$ cat src/logic/scr_pkg.sv
package scr_pkg;
  // ****************************************
  // register offsets
  // ****************************************
  localparam logic [4:0] GEN_ADDR = 5'h1C;
  localparam logic [4:0] ACT_ADDR = 5'h1D;
  localparam logic [4:0] BC_ADDR  = 5'h1E;
  // ****************************************
  // reset values
  // ****************************************
  localparam logic [15:0] GEN_RESET = 16'h8000;
  localparam logic [15:0] ACT_RESET = 16'h0000;
  localparam logic [15:0] BC_RESET  = 16'h0000;
  // ****************************************
  // field positions
  // ****************************************
  localparam int SLEW_HI   = 15;
  localparam int SLEW_LO   = 13;
  localparam int RETRY_BIT = 12;
  localparam int SKIP1_BIT = 11;
  localparam int SKIP2_BIT = 10;
  localparam int TEST_HI   = 9;
  localparam int TEST_LO   = 8;
  localparam int FCLR_BIT  = 15;
  localparam int LOCK_BIT  = 14;
  localparam int DRV1_HI   = 13;
  localparam int DRV1_LO   = 11;
  localparam int DRV2_HI   = 10;
  localparam int DRV2_LO   = 8;
  localparam int RSTRT_BIT = 14;
  localparam int FORCE_BIT = 13;
  localparam int FADR_HI   = 12;
  localparam int FADR_LO   = 11;
  localparam int STEP_HI   = 10;
  localparam int STEP_LO   = 8;
  // ****************************************
  // codes
  // ****************************************
  localparam logic [1:0] TEST_FAULT_LOW = 2'h1;
  localparam logic [1:0] TEST_TIMEOUT   = 2'h2;
  localparam logic [1:0] TEST_CLOCK     = 2'h3;
  localparam logic [2:0] DRV_REGULATE   = 3'h2;
  localparam logic [2:0] STEP_SHUT      = 3'h4;
  localparam logic [7:0] TARGET_MAX     = 8'hFF;
  localparam logic [7:0] CRC_POLY       = 8'h2F;
  localparam logic [7:0] CRC_INIT       = 8'hFF;
  // ****************************************
  // timing
  // ****************************************
  localparam int CLK_PERIOD_NS      = 100;
  localparam int TEST_CLK_PERIOD_NS = 100000;
  localparam int TEST_HALF_CYC      = TEST_CLK_PERIOD_NS / (2 * CLK_PERIOD_NS);
  localparam logic [9:0] TEST_HALF_LAST = 10'(TEST_HALF_CYC - 1);
endpackage

$ cat src/logic/scr_command_regs.sv
`timescale 1ns/10ps
// Functional notes
// - act on a write frame only if its CRC byte matches; else drop and flag error
// - self-test field write honoured only in standby state
// - restart, force and forced address writes honoured only in second init state
// - registers decode at 1C, 1D, 1E; other offsets reserved
// - slew code in bits 15-13, both outputs, resets to 4
// - bit 12 skips the retry wait
// - bits 11 and 10 skip peak cycle for outputs 1 and 2
// - self-test: 1 fault pin low, 2 timeout until clear, 3 gives 10 kHz clock
// - fault clear bit pulses clear and returns to zero by itself
// - action bit 14 locks configuration
// - duty mode: 0-1 off, 2 regulate, 3-7 fixed duty
// - frequency mode: 0-1 off, 2-7 fixed 20 to 10 kHz at 25 percent
// - drive codes 2-7 only valid while step field is not 4
// - broadcast applied by all; only matching node drives serial output
// - broadcast bit 14 restarts node address determination
// - bit 13 with address error and no restart adopts bits 12-11
// - step field moves both targets of each output on drive code 2 in duty mode by 16, 32, 64 (codes 1-3 up, 5-7 down) with saturation at 00h and FFh
// - step code 4 shuts both outputs off
// - reset values 8000h, 0000h, 0000h
// - mode bit selects duty or frequency reading of drive codes
module scr_command_regs (
  // ****************************************
  // clock and reset
  // ****************************************
  input  wire logic             ref_clk,
  input  wire logic             reset,
  // ****************************************
  // deserialised frame
  // ****************************************
  input  wire logic             frame_valid,
  input  wire logic             frame_write,
  input  wire logic [4:0]       frame_addr,
  input  wire logic [1:0]       frame_node,
  input  wire logic [15:0]      frame_payload,
  input  wire logic [7:0]       frame_crc,
  output logic      [15:0]      read_data,
  output logic                  read_valid,
  output logic                  sdo_drive_en,
  output logic                  spi_error,
  // ****************************************
  // device state
  // ****************************************
  input  wire logic             in_standby,
  input  wire logic             second_init_state,
  input  wire logic [1:0]       node_address,
  input  wire logic             address_error_flag,
  input  wire logic             address_restart_flag,
  input  wire logic             out1_drive_mode_sel,
  input  wire logic             out2_drive_mode_sel,
  input  wire logic [1:0][7:0]  peak_target,
  input  wire logic [1:0][7:0]  hold_target,
  // ****************************************
  // general controls
  // ****************************************
  output logic      [2:0]       output_slew_select,
  output logic                  retry_delay_skip,
  output logic                  out1_peak_skip,
  output logic                  out2_peak_skip,
  output logic                  fault_pin_n_force_low,
  output logic                  test_timeout_force,
  output logic                  test_clk_out,
  output logic                  fault_clear,
  output logic                  config_lock,
  // ****************************************
  // node address control
  // ****************************************
  output logic                  address_restart,
  output logic                  address_force,
  output logic      [1:0]       forced_address_value,
  // ****************************************
  // drive outputs
  // ****************************************
  output logic      [1:0]       out_enable,
  output logic      [1:0]       out_regulate,
  output logic      [1:0]       out_freq_mode,
  output logic      [1:0][6:0]  out_duty_pct,
  output logic      [1:0][4:0]  pwm_centre_freq,
  output logic                  target_load,
  output logic      [1:0][7:0]  peak_target_new,
  output logic      [1:0][7:0]  hold_target_new
);
  // ****************************************
  // frame check
  // ****************************************
  logic [7:0] crc_calc;
  logic       crc_ok;
  logic       wr_ok;
  logic       wr_gen;
  logic       wr_act;
  logic       wr_bc;

  scr_crc8 #(
    .POLY (scr_pkg::CRC_POLY),
    .INIT (scr_pkg::CRC_INIT)
  ) u_crc (
    .data (frame_payload),
    .crc  (crc_calc)
  );

  assign crc_ok = (crc_calc == frame_crc);
  assign wr_ok  = frame_valid && frame_write && crc_ok;
  assign wr_gen = wr_ok && (frame_addr == scr_pkg::GEN_ADDR);
  assign wr_act = wr_ok && (frame_addr == scr_pkg::ACT_ADDR);
  assign wr_bc  = wr_ok && (frame_addr == scr_pkg::BC_ADDR);

  // ****************************************
  // drive decode
  // ****************************************
  function automatic logic [15:0] drv_decode(input logic mode, input logic [2:0] code, input logic shut);
    logic [6:0] duty;
    logic [4:0] freq;
    logic       en;
    logic       reg_on;
    duty   = 7'h00;
    freq   = 5'h00;
    en     = 1'b0;
    reg_on = 1'b0;
    if (!shut && code >= 3'h2) begin
      en = 1'b1;
      if (mode) begin
        duty = 7'h19;
        case (code)
          3'h2:    freq = 5'h14;
          3'h3:    freq = 5'h12;
          3'h4:    freq = 5'h10;
          3'h5:    freq = 5'h0E;
          3'h6:    freq = 5'h0C;
          default: freq = 5'h0A;
        endcase
      end else begin
        case (code)
          3'h2:    reg_on = 1'b1;
          3'h3:    duty = 7'h64;
          3'h4:    duty = 7'h4B;
          3'h5:    duty = 7'h32;
          3'h6:    duty = 7'h19;
          default: duty = 7'h00;
        endcase
      end
    end
    drv_decode = {en, reg_on, mode, duty, freq[4:0], 1'b0};
  endfunction

  function automatic logic [7:0] step_target(input logic [7:0] v, input logic [2:0] code);
    logic [8:0] sum;
    logic [7:0] amt;
    sum = 9'h000;
    amt = (code[1:0] == 2'h1) ? 8'h10 : (code[1:0] == 2'h2) ? 8'h20 : 8'h40;
    if (code == 3'h0 || code == scr_pkg::STEP_SHUT) begin
      step_target = v;
    end else if (!code[2]) begin
      sum = {1'b0, v} + {1'b0, amt};
      step_target = sum[8] ? scr_pkg::TARGET_MAX : sum[7:0];
    end else begin
      step_target = (v > amt) ? 8'(v - amt) : 8'h00;
    end
  endfunction

  // ****************************************
  // register state
  // ****************************************
  logic [15:0]      gen_r, gen_nxt;
  logic [15:0]      act_r, act_nxt;
  logic [15:0]      bc_r, bc_nxt;
  logic             st_fault_r, st_fault_nxt;
  logic             st_tmo_r, st_tmo_nxt;
  logic             fclr_r, fclr_nxt;
  logic             rstrt_r, rstrt_nxt;
  logic             force_r, force_nxt;
  logic [1:0]       fadr_r, fadr_nxt;
  logic [15:0]      rd_r, rd_nxt;
  logic             rdv_r, rdv_nxt;
  logic             sdo_r, sdo_nxt;
  logic             err_r, err_nxt;
  logic             tload_r, tload_nxt;
  logic [1:0][7:0]  pk_r, pk_nxt;
  logic [1:0][7:0]  hd_r, hd_nxt;
  logic [1:0][15:0] drv_r, drv_nxt;
  logic [9:0]       tcnt_r, tcnt_nxt;
  logic             tclk_r, tclk_nxt;
  logic [1:0]       mode_sel;
  logic [2:0]       step_code;

  assign mode_sel = {out2_drive_mode_sel, out1_drive_mode_sel};

  always_comb begin
    gen_nxt      = gen_r;
    act_nxt      = act_r;
    bc_nxt       = bc_r;
    act_nxt[scr_pkg::FCLR_BIT] = 1'b0;
    bc_nxt[scr_pkg::FCLR_BIT]  = 1'b0;
    st_fault_nxt = st_fault_r;
    st_tmo_nxt   = st_tmo_r;
    fclr_nxt     = 1'b0;
    rstrt_nxt    = 1'b0;
    force_nxt    = 1'b0;
    fadr_nxt     = fadr_r;
    err_nxt      = frame_valid && frame_write && !crc_ok;
    rdv_nxt      = frame_valid && !frame_write;
    sdo_nxt      = frame_valid && (frame_node == node_address);
    rd_nxt       = rd_r;
    tload_nxt    = 1'b0;
    pk_nxt       = pk_r;
    hd_nxt       = hd_r;
    step_code    = frame_payload[scr_pkg::STEP_HI:scr_pkg::STEP_LO];
    if (frame_valid && !frame_write) begin
      case (frame_addr)
        scr_pkg::GEN_ADDR: rd_nxt = gen_r;
        scr_pkg::ACT_ADDR: rd_nxt = act_r;
        scr_pkg::BC_ADDR:  rd_nxt = bc_r;
        default:           rd_nxt = 16'h0000;
      endcase
    end
    if (wr_gen) begin
      gen_nxt[15:10] = frame_payload[15:10];
      if (in_standby) begin
        gen_nxt[scr_pkg::TEST_HI:scr_pkg::TEST_LO] = frame_payload[scr_pkg::TEST_HI:scr_pkg::TEST_LO];
        if (frame_payload[scr_pkg::TEST_HI:scr_pkg::TEST_LO] == scr_pkg::TEST_FAULT_LOW) begin
          st_fault_nxt = 1'b1;
        end
        if (frame_payload[scr_pkg::TEST_HI:scr_pkg::TEST_LO] == scr_pkg::TEST_TIMEOUT) begin
          st_tmo_nxt = 1'b1;
        end
      end
    end
    if (wr_act) begin
      act_nxt[15:8] = frame_payload[15:8];
    end
    if (wr_bc) begin
      bc_nxt[scr_pkg::FCLR_BIT] = frame_payload[scr_pkg::FCLR_BIT];
      bc_nxt[scr_pkg::STEP_HI:scr_pkg::STEP_LO] = step_code;
      if (second_init_state) begin
        bc_nxt[14:11] = frame_payload[14:11];
        rstrt_nxt = frame_payload[scr_pkg::RSTRT_BIT];
        if (frame_payload[scr_pkg::FORCE_BIT] && address_error_flag && !address_restart_flag) begin
          force_nxt = 1'b1;
          fadr_nxt  = frame_payload[scr_pkg::FADR_HI:scr_pkg::FADR_LO];
        end
      end
      if (step_code != 3'h0 && step_code != scr_pkg::STEP_SHUT) begin
        for (int i = 0; i < 2; i++) begin
          if (!mode_sel[i] && act_r[scr_pkg::DRV1_HI - 3 * i -: 3] == scr_pkg::DRV_REGULATE) begin
            pk_nxt[i] = step_target(peak_target[i], step_code);
            hd_nxt[i] = step_target(hold_target[i], step_code);
            tload_nxt = 1'b1;
          end
        end
      end
    end
    if ((wr_act || wr_bc) && frame_payload[scr_pkg::FCLR_BIT]) begin
      fclr_nxt = 1'b1;
    end
    if (fclr_r) begin
      st_fault_nxt = 1'b0;
      st_tmo_nxt   = 1'b0;
      if (wr_gen && in_standby) begin
        st_fault_nxt = frame_payload[scr_pkg::TEST_HI:scr_pkg::TEST_LO] == scr_pkg::TEST_FAULT_LOW;
        st_tmo_nxt   = frame_payload[scr_pkg::TEST_HI:scr_pkg::TEST_LO] == scr_pkg::TEST_TIMEOUT;
      end
    end
    for (int i = 0; i < 2; i++) begin
      drv_nxt[i] = drv_decode(mode_sel[i], act_nxt[scr_pkg::DRV1_HI - 3 * i -: 3],
                              bc_nxt[scr_pkg::STEP_HI:scr_pkg::STEP_LO] == scr_pkg::STEP_SHUT);
    end
  end

  always_ff @(posedge ref_clk) begin
    if (reset) begin
      gen_r      <= scr_pkg::GEN_RESET;
      act_r      <= scr_pkg::ACT_RESET;
      bc_r       <= scr_pkg::BC_RESET;
      st_fault_r <= 1'b0;
      st_tmo_r   <= 1'b0;
      fclr_r     <= 1'b0;
      rstrt_r    <= 1'b0;
      force_r    <= 1'b0;
      fadr_r     <= 2'h0;
      rd_r       <= 16'h0000;
      rdv_r      <= 1'b0;
      sdo_r      <= 1'b0;
      err_r      <= 1'b0;
      tload_r    <= 1'b0;
      pk_r       <= '0;
      hd_r       <= '0;
      drv_r      <= '0;
    end else begin
      gen_r      <= gen_nxt;
      act_r      <= act_nxt;
      bc_r       <= bc_nxt;
      st_fault_r <= st_fault_nxt;
      st_tmo_r   <= st_tmo_nxt;
      fclr_r     <= fclr_nxt;
      rstrt_r    <= rstrt_nxt;
      force_r    <= force_nxt;
      fadr_r     <= fadr_nxt;
      rd_r       <= rd_nxt;
      rdv_r      <= rdv_nxt;
      sdo_r      <= sdo_nxt;
      err_r      <= err_nxt;
      tload_r    <= tload_nxt;
      pk_r       <= pk_nxt;
      hd_r       <= hd_nxt;
      drv_r      <= drv_nxt;
    end
  end

  // ****************************************
  // self-test clock divider
  // ****************************************
  always_comb begin
    tcnt_nxt = 10'h000;
    tclk_nxt = 1'b0;
    if (gen_r[scr_pkg::TEST_HI:scr_pkg::TEST_LO] == scr_pkg::TEST_CLOCK) begin
      tcnt_nxt = (tcnt_r == scr_pkg::TEST_HALF_LAST) ? 10'h000 : tcnt_r + 10'h001;
      tclk_nxt = (tcnt_r == scr_pkg::TEST_HALF_LAST) ? !tclk_r : tclk_r;
    end
  end

  always_ff @(posedge ref_clk) begin
    if (reset) begin
      tcnt_r <= 10'h000;
      tclk_r <= 1'b0;
    end else begin
      tcnt_r <= tcnt_nxt;
      tclk_r <= tclk_nxt;
    end
  end

  // ****************************************
  // outputs
  // ****************************************
  assign read_data             = rd_r;
  assign read_valid            = rdv_r;
  assign sdo_drive_en          = sdo_r;
  assign spi_error             = err_r;
  assign output_slew_select    = gen_r[scr_pkg::SLEW_HI:scr_pkg::SLEW_LO];
  assign retry_delay_skip      = gen_r[scr_pkg::RETRY_BIT];
  assign out1_peak_skip        = gen_r[scr_pkg::SKIP1_BIT];
  assign out2_peak_skip        = gen_r[scr_pkg::SKIP2_BIT];
  assign fault_pin_n_force_low = st_fault_r;
  assign test_timeout_force    = st_tmo_r;
  assign test_clk_out          = tclk_r;
  assign fault_clear           = fclr_r;
  assign config_lock           = act_r[scr_pkg::LOCK_BIT];
  assign address_restart       = rstrt_r;
  assign address_force         = force_r;
  assign forced_address_value  = fadr_r;
  assign target_load           = tload_r;
  assign peak_target_new       = pk_r;
  assign hold_target_new       = hd_r;
  for (genvar g = 0; g < 2; g++) begin : g_drv
    assign out_enable[g]      = drv_r[g][15];
    assign out_regulate[g]    = drv_r[g][14];
    assign out_freq_mode[g]   = drv_r[g][13];
    assign out_duty_pct[g]    = drv_r[g][12:6];
    assign pwm_centre_freq[g] = drv_r[g][5:1];
  end

  // ****************************************
  // assertions
  // ****************************************
  a_bad_crc_drop: assert property (@(posedge ref_clk) disable iff (reset)
    frame_valid && frame_write && !crc_ok |=> spi_error && gen_r == $past(gen_r) && act_r[14:8] == $past(act_r[14:8]))
    else $error("bad crc frame changed state");
  a_test_gate: assert property (@(posedge ref_clk) disable iff (reset)
    wr_gen && !in_standby |=> gen_r[9:8] == $past(gen_r[9:8]) && !$rose(st_fault_r))
    else $error("self-test written outside standby");
  a_second_init_state_gate: assert property (@(posedge ref_clk) disable iff (reset)
    wr_bc && !second_init_state |=> bc_r[14:11] == $past(bc_r[14:11]) && !address_restart && !address_force)
    else $error("address field written outside second_init_state");
  a_fclr_self: assert property (@(posedge ref_clk) disable iff (reset)
    wr_act && frame_payload[15] |=> fault_clear && act_r[15]
    ##1 (!fault_clear || $past(fclr_nxt)) && (!act_r[15] || $past(wr_act)))
    else $error("fault clear not pulsed and self cleared");
  a_shut_both: assert property (@(posedge ref_clk) disable iff (reset)
    bc_r[10:8] == 3'h4 |-> out_enable == 2'b00)
    else $error("outputs on while shut code held");
  a_drive_reg: assert property (@(posedge ref_clk) disable iff (reset)
    $past(act_r[13:11]) == 3'h2 && act_r[13:11] == 3'h2 && !out1_drive_mode_sel && !$past(out1_drive_mode_sel)
    && bc_r[10:8] != 3'h4 |-> out_enable[0] && out_regulate[0])
    else $error("code 2 did not regulate output 1");
  a_step_up: assert property (@(posedge ref_clk) disable iff (reset)
    wr_bc && frame_payload[10:8] == 3'h1 && act_r[13:11] == 3'h2 && !out1_drive_mode_sel
    |=> target_load && peak_target_new[0] == (($past(peak_target[0]) > 8'hEF) ? 8'hFF : $past(peak_target[0]) + 8'h10))
    else $error("step up wrong");
  a_sdo_match: assert property (@(posedge ref_clk) disable iff (reset)
    sdo_drive_en |-> $past(frame_node) == $past(node_address) && $past(frame_valid))
    else $error("serial output driven for other node");
  a_slew_reset: assert property (@(posedge ref_clk)
    $fell(reset) |-> output_slew_select == 3'h4 && act_r == 16'h0000 && bc_r == 16'h0000)
    else $error("wrong reset values");
endmodule

$ cat src/logic/scr_crc8.sv
`timescale 1ns/10ps
module scr_crc8 #(
  parameter logic [7:0] POLY = 8'h2F,
  parameter logic [7:0] INIT = 8'hFF
) (
  // ****************************************
  // frame bytes
  // ****************************************
  input  wire logic [15:0] data,
  // ****************************************
  // result
  // ****************************************
  output logic      [7:0]  crc
);
  always_comb begin
    logic [7:0] c;
    c = INIT;
    for (int i = 15; i >= 0; i--) begin
      if (c[7] ^ data[i]) begin
        c = {c[6:0], 1'b0} ^ POLY;
      end else begin
        c = {c[6:0], 1'b0};
      end
    end
    crc = c;
  end
endmodule

$ cat config.mk
export PLATFORM = sky130hd
export DESIGN_NAME = scr_command_regs
export DESIGN_NICKNAME = d
export VERILOG_FILES = /design/src/logic/scr_pkg.sv /design/src/logic/scr_command_regs.sv /design/src/logic/scr_crc8.sv
export SDC_FILE = /design/constraint.sdc
export NUM_CORES = 1
export LEC_CHECK = 0
export ABC_AREA = 1
export BUFFER_PORTS_ARGS = -buffer_cell sky130_fd_sc_hd__buf_4
export CAP_MARGIN = 20
export CORE_ASPECT_RATIO = 0.9
export CORE_MARGIN = 5
export CORE_UTILIZATION = 55
export CTS_CLUSTER_SIZE = 25
export DETAILED_ROUTE_END_ITERATION = 8
export PLACE_DENSITY_LB_ADDON = 0.12
export SYNTH_ARGS = -nofsm -noshare
export SYNTH_HDL_FRONTEND = slang
export SYNTH_SLANG_ARGS = --single-unit
$ cat constraint.sdc
create_clock -name ref_clk -period 6.42 [get_ports ref_clk]
set_input_delay 1.284 -clock ref_clk [delete_from_list [all_inputs] [get_ports ref_clk]]
set_output_delay 1.284 -clock ref_clk [all_outputs]
set_load 0.02 [all_outputs]
Yosys cells after proc, flatten, opt, wreduce, memory -nomap -nowiden
Cells that the tools add are included.

Eq/ne operators: 24. Multiplexer cells: 61. Reductions and logical operators: 51. Bitwise operators: 39. $add $sub $neg: 9. $lt $le $gt $ge: 6.

Operators with widths (number): 8-bit two-way mux (16); 6-bit two-way mux (17); 5-bit NOT (15); 7-bit one-hot mux with 4 select lines (2); 5-bit one-hot mux with 5 select lines (2); 16-bit one-hot mux with 3 select lines (1); 8-bit by 8-bit adder with 9-bit output (3); 3-bit equality test, second input constant (8); 8-bit > comparator (3); 8-bit subtractor (3); 3-bit OR reduction (7); 3-bit by 2-bit equality test with 1-bit output, second input constant (6); 1-bit two-way mux (18); 1-bit logical AND (17); 5-bit equality test, second input constant (3); 3-bit AND reduction (5); 7-bit two-way mux (2); 1-bit bitwise XOR (13); 10-bit by 1-bit adder with 10-bit output, second input constant (1); 10-bit by 9-bit equality test with 1-bit output, second input constant (1); 5-bit two-way mux (2); 2-bit OR reduction (5); 8-bit by 7-bit adder with 9-bit output (1); 1-bit NOT (9); 16 further kinds (30).

Input bits: 75. Register bits after elaboration: 124. Word-level logic and storage cells: 223. Output and inout port bits: 97.

Logic depth before layout (Yosys ltp)
Gate-level depths: netlist (run 1).

Depth in word-level cells: 40. Mapped depth: 33. Gate-level depth less buffers: 32.

Modules after synthesis
From an unflattened synthesis (run 1), not the netlist that was laid out.

Cells, all modules: 1076. Area, all modules: 7166.9 µm².

By module, submodules not included: scr_command_regs (sequential area each 2242.2 µm², instances 1, cells an instance 861, area each 6107.1 µm²); scr_crc8 (sequential area each 0.0 µm², instances 1, cells an instance 215, area each 1059.8 µm²).

Worst setup path after synthesis (run 1)
Ideal clock, no wire load.

Path type: in2reg. Start: in frame_payload[11]. End: reg pk_r, in the netlist peak_target_new[15]. Stages on the path: 30. Data arrival time: 3.797 ns. Buffers on the path: 2. Data required time: 6.292 ns. Setup time: 0.128 ns. Setup slack: 2.495 ns. Cell sequence: buf_2 inv_2 nand2_2 nand2_1 nand2_1 nand3_1 nand2_1 nand2_1 nand2_2 nand2_1 inv_2 nor2_2 nand2_1 nand2_1 nand2_1 nand2_2 nand2_1 nor2_1 nor2_1 nor2_2 nand2_2 nor2_8 nand3_4 inv_2 nand3_2 inv_2 buf_4 nand3_1 o21ai_1 nor2_1.

Longest elaborated chain between the ends: 23. Elaborated cells on any way between the ends: 36. Those cells by class: eq/ne: 1; mux: 12; bitwise: 20; reduce/logical: 3.

Ends and longest elaborated chain: from (decl) (RTL line scr_command_regs.sv:36) `input wire logic [15:0] frame_payload,`; 1-bit bitwise XOR * (RTL line scr_crc8.sv:19) `if (c[7] ^ data[i]) begin`; 6-bit two-way mux * (RTL line scr_crc8.sv:19); 5-bit NOT (no source line); 6-bit two-way mux (RTL line scr_crc8.sv:19); 5-bit NOT (no source line); 6-bit two-way mux (RTL line scr_crc8.sv:19); 5-bit NOT (no source line); 6-bit two-way mux (2 in a row) (RTL line scr_crc8.sv:19); [6 not listed]; 5-bit NOT (no source line); 6-bit two-way mux (RTL line scr_crc8.sv:19); 5-bit NOT (no source line); 6-bit two-way mux (RTL line scr_crc8.sv:19); 8-bit equality test * (RTL line scr_command_regs.sv:102) `assign crc_ok = (crc_calc == frame_crc);`; 1-bit logical AND * (RTL line scr_command_regs.sv:103) `assign wr_ok = frame_valid && frame_write && crc_ok;`; 1-bit logical AND * (RTL line scr_command_regs.sv:106) `assign wr_bc = wr_ok && (frame_addr == scr_pkg::BC_ADDR);`; 3-bit AND reduction (no source line) *; to (signal assigned) (RTL line scr_command_regs.sv:303) `pk_r <= pk_nxt;`; to (decl) (RTL line scr_command_regs.sv:178) `logic [1:0][7:0] pk_r, pk_nxt;`.

Every way passes the cells marked *; elsewhere a longest branch is shown, timed or not. A chain may end at the register's enable or synchronous reset.

Worst setup path after layout (run 1)
Start: in frame_payload[10]. End: reg hd_r, in the netlist hold_target_new[5].

Longest elaborated chain between the ends: 21. Elaborated cells on any way between the ends: 41. Those cells by class: eq/ne: 3; mux: 13; bitwise: 18; reduce/logical: 7.

Ends and longest elaborated chain: 1-bit bitwise XOR (RTL line scr_crc8.sv:19); 6-bit two-way mux (RTL line scr_crc8.sv:19); 5-bit NOT (no source line); 6-bit two-way mux (RTL line scr_crc8.sv:19); 5-bit NOT (no source line); 6-bit two-way mux (RTL line scr_crc8.sv:19); 5-bit NOT (no source line) / 6-bit two-way mux (equally long branches); 6-bit two-way mux / 5-bit NOT (equally long branches); [5 not listed]; 5-bit NOT (no source line); 6-bit two-way mux (RTL line scr_crc8.sv:19); 5-bit NOT (no source line); 6-bit two-way mux (RTL line scr_crc8.sv:19); 8-bit equality test (RTL line scr_command_regs.sv:102); 1-bit logical AND (RTL line scr_command_regs.sv:103); 1-bit logical AND (RTL line scr_command_regs.sv:106); 3-bit AND reduction (no source line); to (signal assigned) (RTL line scr_command_regs.sv:304) `hd_r <= hd_nxt;`; to (decl) (RTL line scr_command_regs.sv:179) `logic [1:0][7:0] hd_r, hd_nxt;`.

Parallel ways exist; a longest one is shown, timed or not.

==> results.cfg, run 1 <==
[power_and_ir_drop]
intPower_mw = 1.18
p_sw_frac = 0.335
p_sw_mw = 0.592
seqPwrFrac = 0.394
p_comb_frac = 0.280
power_mw = 1.77
vdd_drop_max_uv = 167
clkPwrFrac = 0.326
p_leak_nw = 4.28
power.density_nw_per_um2 = 203

[floorplanning]
start_util = 0.565
core_um2 = 12700
die_h_um = 118
num_io_pins = 172
fp-row-count = 39
dieArea_um2 = 15500
die_w_um = 131

[critical_path]
start_kind = input port
critPathArrivalTime_ns = 4.88
cp_slowest_cell = inv_2
crit_top_cell = nand2_1
crit_required_ns = 6.64
critPathMaxFanout = 23
path_class = in -> reg
critical_path.max_stage_delay_ns = 0.40
worst_setup_path_end_kind = register

[synth]
synth.distinct_cells = 42
synth_seq_area_share = 0.312
syn-cell-area_um2 = 7190
netlist_top_cells_count = nand2_1, nor2_1, dfxtp_1
synth-simple-area-share = 0.387
syn_avg_cell_area_um2 = 6.51
synthTopCellsByArea = dfxtp_1, nand2_1, nand3_1, nor2_1, inv_1
synth_compound_gate_area_share = 0.112
synthAdderAreaFrac = 0.0710
yosysWarnings = 0
postSynth.asyncResetShare = 0
synth_top_area_frac = 0.312
synth_edf_count = 0
synthXorXnorAreaFrac = 0.0158
synthMuxAreaShare = 0
ys_ff_latch = 112
synthCells = 1105
synth_top_family_by_area = simple AND/OR/NAND/NOR gates
yosysMostFrequentCell = nand2_1
synth-main-ff-cell = dfxtp_1
yosysTopAreaCell = dfxtp_1

[sta]
clock.fmax_mhz = 215
worst_slew_pin_slew_ns = 0.947
tns_ns = 0
fin_ws_ns = 1.76
setup_violations = 0
final_hold_viol_count = 0
period_needed_ns = 4.66
worst_clock_skew_ns = 0.00694
slew_headroom = 0.363
period_share = 0.726
slew_viol_final = 0
rsz0062_at_grt = false

[finish]
syn2layout_area_growth_pct = 21.1
nNetsFinal = 1356
drive_above_1_share = 0.203
fin_util = 0.684
final_cell_count_no_fill = 1413
antennaDiodeCount = 0

[min_path]
hold_path.class = reg -> reg

[place]
placed_cells = 1398
io_buffers = 161
finalWeightedCongestion = 0.914
pre_cts_slack_ns = 1.43
dp_hpwl_um = 15700

[clocking]
htree_levels = 3
cts_setup_buffers = 0
cts_inserted_buffers = 9
root_buffer = clkbuf_16
worstSkewPairLatency_ns = 0.35
clock_path_buffers = 2
clock-sinks = 112
cts_tree = built
clk_pin_slew_ns = 0.07
cts_resized = 0
postCtsHoldBufs = 0

[detailed_routing]
drtIter0Drc = 550
first_pass_iters = 7
detail_route.wl_per_cell_um = 14.2
detail-route-antenna-nets = 0
routed_wl_um = 20100
drc = 0
via_count = 7510
via_per_inst = 5.31

[run_status]
outcome = finished, final reports clean

[global_route]
grt_pass1_vias = 6750
grt_antenna_before_repair = 0
grt.overflow.total = 0
grt_max_degree = 51
grt_usage = 0.255
grt_pass1_wl_um = 32400

[run]
maxCapViolCount = 0
## final timing paths
kind,to,cells after the start,start,slack [ns]
setup / recovery,hold_target_new[5],29,frame_payload[10],1.76
hold / removal,read_data[10],2,read_data[10],0.47
setup reg to reg,peak_target_new[15],7,act_r[9],4.36
hold reg to reg,read_data[10],2,read_data[10],0.47
## cells by family (layout without fill, tap and decap cells)
logic type                 count (synthesis)  count (layout)
and+or+nand+nor                          627             627
buffers and inverters                    172             307
AOI/OAI and AO/OA                        144             144
DFF                                      112             112
adders and majority gates                 36              36
xor gates and xnor gates                  13              13
other                                      1              10
## worst max-delay path, delay by kind of cell
family	cells	cell delay [ns]
AOI/OAI and AO/OA	2	0.24
buffers and inverters	7	1.16
and+or+nand+nor	20	2.17
## cell usage in the layout, fill, tap and decap left out, types with 28 or more instances in the layout
master	instances
nand2_1	319
buf_4	163
nor2_1	117
dfxtp_1	112
inv_1	107
nand3_1	96
a21oi_1	65
o21ai_0	40
ha_1	28
## per-stage QoR
step	area [µm²]	hold slack, ns
final	8710	0.471
after global routing	8710	0.485
after CTS	8710	0.470
after global placement	8410	0.434
after detailed placement	8410	0.440
after floorplan	7230	0.418
## area by class of cell
cell class,instances,area [µm²]
multi-input cells,830,4250
fillers,1170,4030
flip-flops and latches,112,2240
repair buffers,163,1220
inverters,129,484
clock buffers,9,225
well taps,164,205
clock inverters,6,76.3
## flip-flops by register name (all words and copies together) (netlist names), 2 cells and up
name and cells:
peak_target_new 16, out_regulate 2, hold_target_new 16, act_r 8
out_enable 2, forced_address_value 2, read_data 8, out_duty_pct 12
tcnt_r 10, bc_r 8, pwm_centre_freq 8, out_freq_mode 2
gen_r 8
## layer usage
metal | wire length [µm] | part of all wire | global-route usage | vias up
met5 | 0 | 0 | 0 | -
met4 | 260 | 0.013 | 0.0578 | 0
met3 | 1750 | 0.087 | 0.0514 | 22
met2 | 9040 | 0.45 | 0.409 | 288
met1 | 9040 | 0.45 | 0.355 | 3374
li1 | - | - | - | 3826
## power by group through the flow
stage          registers, mW  clock network (mW)  logic [mW]
2_1_floorplan          0.714                   0       0.368
3_3_place_gp           0.712                   0       0.484
3_5_place_dp           0.712                   0       0.489
4_1_cts                0.696               0.583       0.491
5_1_grt                0.696               0.611       0.567
6_report               0.696               0.576       0.496
(Power assumes the default switching activity.)
==> run 2, diff against run 1 <==
==> constraint.sdc (replaced) <==
create_clock -name ref_clk -period 4.9 [get_ports ref_clk]
set_input_delay 0.98 -clock ref_clk [delete_from_list [all_inputs] [get_ports ref_clk]]
set_output_delay 0.98 -clock ref_clk [all_outputs]
set_load 0.02 [all_outputs]
==> results.cfg, run 2 (synthesized netlist as in run 1, its figures left out) <==
[critical_path]
r2r_start = act_r[9]
crit_top_cell = nand2_1
cp_slowest_cell = inv_2
start_kind = input port
crit_required_ns = 5.12
path_class = in -> reg
r2r_cells = 7
critPathArrivalTime_ns = 4.33
worst_setup_path_end_kind = register
timing.rr.end = peak_target_new[15]
cp-startpoint = frame_payload[12]
r2r_slack_ns = 3.17
critical_path.max_stage_delay_ns = 0.33
critPathMaxFanout = 22

[place]
postPlaceCellArea_um2 = 8470
pre_cts_slack_ns = 0.530
io_buffers = 161
finalWeightedCongestion = 0.965
dp_hpwl_um = 15800
placed_cells = 1406

[global_route]
grt_max_degree = 51
grt_usage = 0.257
grt_antenna_before_repair = 0
grt_pass1_wl_um = 32500
grt_pass1_vias = 6862
grt.overflow.total = 0

[power_and_ir_drop]
power.density_nw_per_um2 = 262
p_sw_frac = 0.346
intPower_mw = 1.50
p_comb_frac = 0.286
p_leak_nw = 4.32
vdd_drop_max_uv = 164
seqPwrFrac = 0.397
clkPwrFrac = 0.317
p_sw_mw = 0.795

[floorplanning]
dieArea_um2 = 15500
start_util = 0.565
num_io_pins = 172
fp-row-count = 39
die_w_um = 131
die_h_um = 118
core_um2 = 12700

[detailed_routing]
via_count = 7526
drc = 0
first_pass_iters = 6
routed_wl_um = 20100
drtIter0Drc = 615
detail_route.wl_per_cell_um = 14.1
detail-route-antenna-nets = 0
via_per_inst = 5.29

[min_path]
hold_path.class = reg -> reg
hold_start = tcnt_r[0]
min_to = tcnt_r[0]
min_path_cells = 1

[sta]
rsz0062_at_grt = false
clock.fmax_mhz = 244
worst_slew_pin_slew_ns = 0.925
period_needed_ns = 4.10
tns_ns = 0
slew_viol_final = 0
setup_violations = 0
worst_clock_skew_ns = 0.00985
period_share = 0.837
slew_headroom = 0.382
final_hold_viol_count = 0
fin_ws_ns = 0.797

[run_status]
outcome = finished, final reports clean

[clocking]
clock-sinks = 112
worstSkewPairLatency_ns = 0.36
clock_path_buffers = 2
htree_levels = 3
cts_setup_buffers = 0
postCtsHoldBufs = 0
root_buffer = clkbuf_16
clk_pin_slew_ns = 0.08
cts_inserted_buffers = 9
cts_resized = 0
cts_tree = built

[finish]
layout_common_cells = nand2_1, buf_4, nor2_1
nNetsFinal = 1364
final_common_cell = nand2_1
syn2layout_area_growth_pct = 21.8
final_cell_area_um2 = 8760
final_cell_count_no_fill = 1422
antennaDiodeCount = 0
drive_above_1_share = 0.209
fillers = 1147

[run]
maxCapViolCount = 0
==> run 2: cell type report <==
cell class	instances	area [µm²]	area share
well taps	164	205	0.0234
multi-input cells	830	4250	0.485
clock buffers	9	225	0.0257
clock inverters	7	70.1	0.00800
repair buffers	171	1280	0.147
inverters	129	484	0.0553
flip-flops and latches	112	2240	0.256
==> run 2: power groups by stage <==
stage,clock network [mW],registers (mW),logic (mW)
4_1_cts,0.739,0.912,0.648
5_1_grt,0.781,0.912,0.743
6_report,0.728,0.912,0.656
2_1_floorplan,0,0.936,0.482
3_5_place_dp,0,0.933,0.644
3_3_place_gp,0,0.933,0.639
==> run 2: through the flow <==
step | hold WS (ns) | total power, mW | util
after floorplan | 0.418 | 1.42 | -
after global placement | 0.431 | 1.57 | 0.665
after detailed placement | 0.446 | 1.58 | 0.665
after CTS | 0.458 | 2.30 | 0.688
after global routing | 0.484 | 2.44 | 0.688
final | 0.461 | 2.30 | 0.688
==> run 2: worst max-delay path by stage <==
stage	to	slack, ns	depth (start not counted)
floorplan	peak_target_new[15]	1.28	30
global placement	hold_target_new[7]	0.56	29
detailed placement	hold_target_new[5]	0.53	29
CTS	hold_target_new[7]	0.90	29
global route	hold_target_new[7]	0.35	29
finish	hold_target_new[7]	0.80	29
==> run 2: routing by layer <==
layer | vias to the layer above | part of all wire | track usage
li1 | 3844 | - | -
met1 | 3337 | 0.45 | 0.362
met2 | 309 | 0.44 | 0.395
met3 | 36 | 0.089 | 0.0555
met4 | 0 | 0.023 | 0.0771
met5 | - | 0 | 0
==> run 2: worst max-delay path, delay by kind of cell <==
family	cells	cell delay [ns]
AOI/OAI and AO/OA	2	0.24
buffers and inverters	6	0.87
and+or+nand+nor	21	2.18
==> run 3, diff against run 2 <==
--- a/config.mk
+++ b/config.mk
@@ -5,12 +5,12 @@
 export SDC_FILE = /design/constraint.sdc
 export NUM_CORES = 1
 export LEC_CHECK = 0
-export ABC_AREA = 1
+export ABC_AREA = 0
 export BUFFER_PORTS_ARGS = -buffer_cell sky130_fd_sc_hd__buf_4
 export CAP_MARGIN = 20
 export CORE_ASPECT_RATIO = 0.9
 export CORE_MARGIN = 5
-export CORE_UTILIZATION = 55
+export CORE_UTILIZATION = 49
 export CTS_CLUSTER_SIZE = 25
 export DETAILED_ROUTE_END_ITERATION = 8
 export PLACE_DENSITY_LB_ADDON = 0.12
==> constraint.sdc (replaced) <==
create_clock -name ref_clk -period 3.3 [get_ports ref_clk]
set_input_delay 0.66 -clock ref_clk [delete_from_list [all_inputs] [get_ports ref_clk]]
set_output_delay 0.66 -clock ref_clk [all_outputs]
set_load 0.02 [all_outputs]
==> results.cfg, run 3 <==
[global_route]
grt_pass1_wl_um = 31100
grt_antenna_before_repair = 0
grt_pass1_vias = 6115
grt_usage = 0.233
grt.overflow.total = 0
grt_max_degree = 51

[critical_path]
critPathTopFamily = XOR/XNOR gates
critical_path.max_stage_delay_ns = 0.53
critPathArrivalTime_ns = 3.56
critPathBufInv = 3
critPathMaxFanout = 9
start_kind = input port
worst_setup_path_end_kind = register
crit_required_ns = 3.56
path_class = in -> reg
cp_slowest_cell = o311ai_4
crit_path_cell_trace = buf_6, xnor3_2, xor3_2, xnor3_1, nand4_1, a32oi_4, buf_6, o2111ai_4, o311ai_4, inv_2, and3_1
crit_top_cell = buf_6

[synth]
yosysWarnings = 0
yosysMostFrequentCell = nor2_1
netlist_top_cells_count = nor2_1, dfxtp_1, a21oi_1
synth-main-ff-cell = dfxtp_1
syn-cell-area_um2 = 6920
ys_ff_latch = 112
synth_top_area_frac = 0.324
yosysTopAreaCell = dfxtp_1
synth.distinct_cells = 68
syn_avg_cell_area_um2 = 8.66
postSynth.asyncResetShare = 0
synthCells = 799
synth_edf_count = 0
synthTopCellsByArea = dfxtp_1, nor2_1, ha_1, a21oi_1, mux2i_1
synth_seq_area_share = 0.324

[clocking]
clock_path_buffers = 2
htree_levels = 3
cts_tree = built
cts_inserted_buffers = 9
worstSkewPairLatency_ns = 0.36
clock-sinks = 112
clk_pin_slew_ns = 0.08
root_buffer = clkbuf_16
postCtsHoldBufs = 0

[place]
io_buffers = 161
placed_cells = 1195
pre_cts_slack_ns = -0.419
finalWeightedCongestion = 0.891
dp_hpwl_um = 15300

[sta]
period_share = 1.00
fin_ws_ns = 0.00149
rsz0062_at_grt = true
tns_ns = 0
worst_slew_pin_slew_ns = 0.987
worst_clock_skew_ns = 0.00819
final_hold_viol_count = 0
slew_headroom = 0.338
whs_ns = 0.472
slew_viol_final = 0
clock.fmax_mhz = 303
setup_violations = 0
period_needed_ns = 3.30

[power_and_ir_drop]
p_leak_nw = 4.16
power.density_nw_per_um2 = 387
vdd_drop_max_uv = 303

[finish]
nNetsFinal = 1129
final_common_cell = buf_4
drive_above_1_share = 0.321
fillers = 1180
antennaDiodeCount = 0
multi_input_area_um2 = 4340
fin_util = 0.669
syn2layout_area_growth_pct = 34.8
regArea_um2 = 2240
final_cell_count_no_fill = 1216
layout_common_cells = buf_4, nor2_1, dfxtp_1

[floorplanning]
num_io_pins = 172
die_w_um = 135
start_util = 0.496
core_um2 = 14000
fp-row-count = 41
die_h_um = 123
dieArea_um2 = 16600

[detailed_routing]
detail-route-antenna-nets = 0
wl_met3_um = 1230
drc = 0
wl_met2_um = 8970
routed_wl_um = 19700
top_layer = met4
via_per_inst = 5.35
met1Wirelength_um = 9120
via_count = 6503
detail_route.wl_per_cell_um = 16.2
drtIter0Drc = 371
first_pass_iters = 7

[min_path]
hold_path.class = in -> reg

[run_status]
outcome = finished, final reports clean

[run]
maxCapViolCount = 0
==> run 3: cell count changes in the layout (fill, tap and decap cells not counted), moves of 15 or more <==
cell | previous run | this run
or2_2 | 20 | 4
xnor2_1 | 3 | 26
nand4_1 | 21 | 6
nand3b_1 | 3 | 19
inv_2 | 21 | 2
buf_4 | 171 | 257
inv_1 | 107 | 27
nand2_2 | 18 | 1
nand3_1 | 96 | 9
mux2i_1 | 0 | 26
nand2_1 | 319 | 43
==> run 3: worst paths after layout <==
check                       startpoint                 end  slack [ns]  cells past startpoint
setup / recovery      frame_payload[4]  pwm_centre_freq[4]       0.001                     11
hold / removal    address_restart_flag       address_force        0.47                      2
setup reg to reg              act_r[8]  hold_target_new[9]        1.24                      7
hold reg to reg              tcnt_r[0]           tcnt_r[0]        0.48                      1
==> run 3: metal layers <==
layer,GRT usage,vias to the layer above
li1,-,3202
met1,0.329,3061
met2,0.364,211
met3,0.0508,29
met4,0.0611,0
met5,0,-
==> run 3: power by group <==
part,internal [mW],total [mW],switching (mW)
clock,0.623,1.20,0.578
combinational,0.536,1.06,0.521
sequential,1.35,1.35,0.00104
==> run 3: area by class of cell <==
cell class | instances | area share
tap | 193 | 0.0259
clock inverter | 7 | 0.0110
timing repair buffer | 267 | 0.222
inverter | 29 | 0.0117
sequential | 112 | 0.240
multi-input combinational | 599 | 0.465
clock buffer | 9 | 0.0241
==> run 3: repair_timing <==
item / 4_1_cts / 5_1_grt
endpoints found under the setup margin: 2 / 31
gates resized for setup: 5 / 23
setup buffers: 1 / 4
pin swaps: 1 / 10
==> run 3: logic make-up (layout without fill, tap and decap cells) <==
family	after synthesis	count (layout)	share of synthesized area
mux	32	32	0.0472
simple gates	284	284	0.205
xor+xnor	66	66	0.112
other cells	1	10	0.000542
fa+ha+maj	36	36	0.0737
buf+inv	97	312	0.0728
flops	112	112	0.324
compound gates	171	171	0.164
==> run 3: worst reg2reg max path: cells and delay by family (launching register included) <==
family	cells	cell delay (ns)
flops	1	0.41
buf+inv	2	0.34
simple gates	4	1.13
compound gates	1	0.08
==> run 3: through the flow <==
step / cell area [µm²] / power (mW)
5_1_grt: 9330 / 3.77
4_1_cts: 9190 / 3.58
2_1_floorplan: 6990 / 2.00
3_5_place_dp: 8830 / 2.38
6_report: 9330 / 3.61
3_3_place_gp: 8830 / 2.35
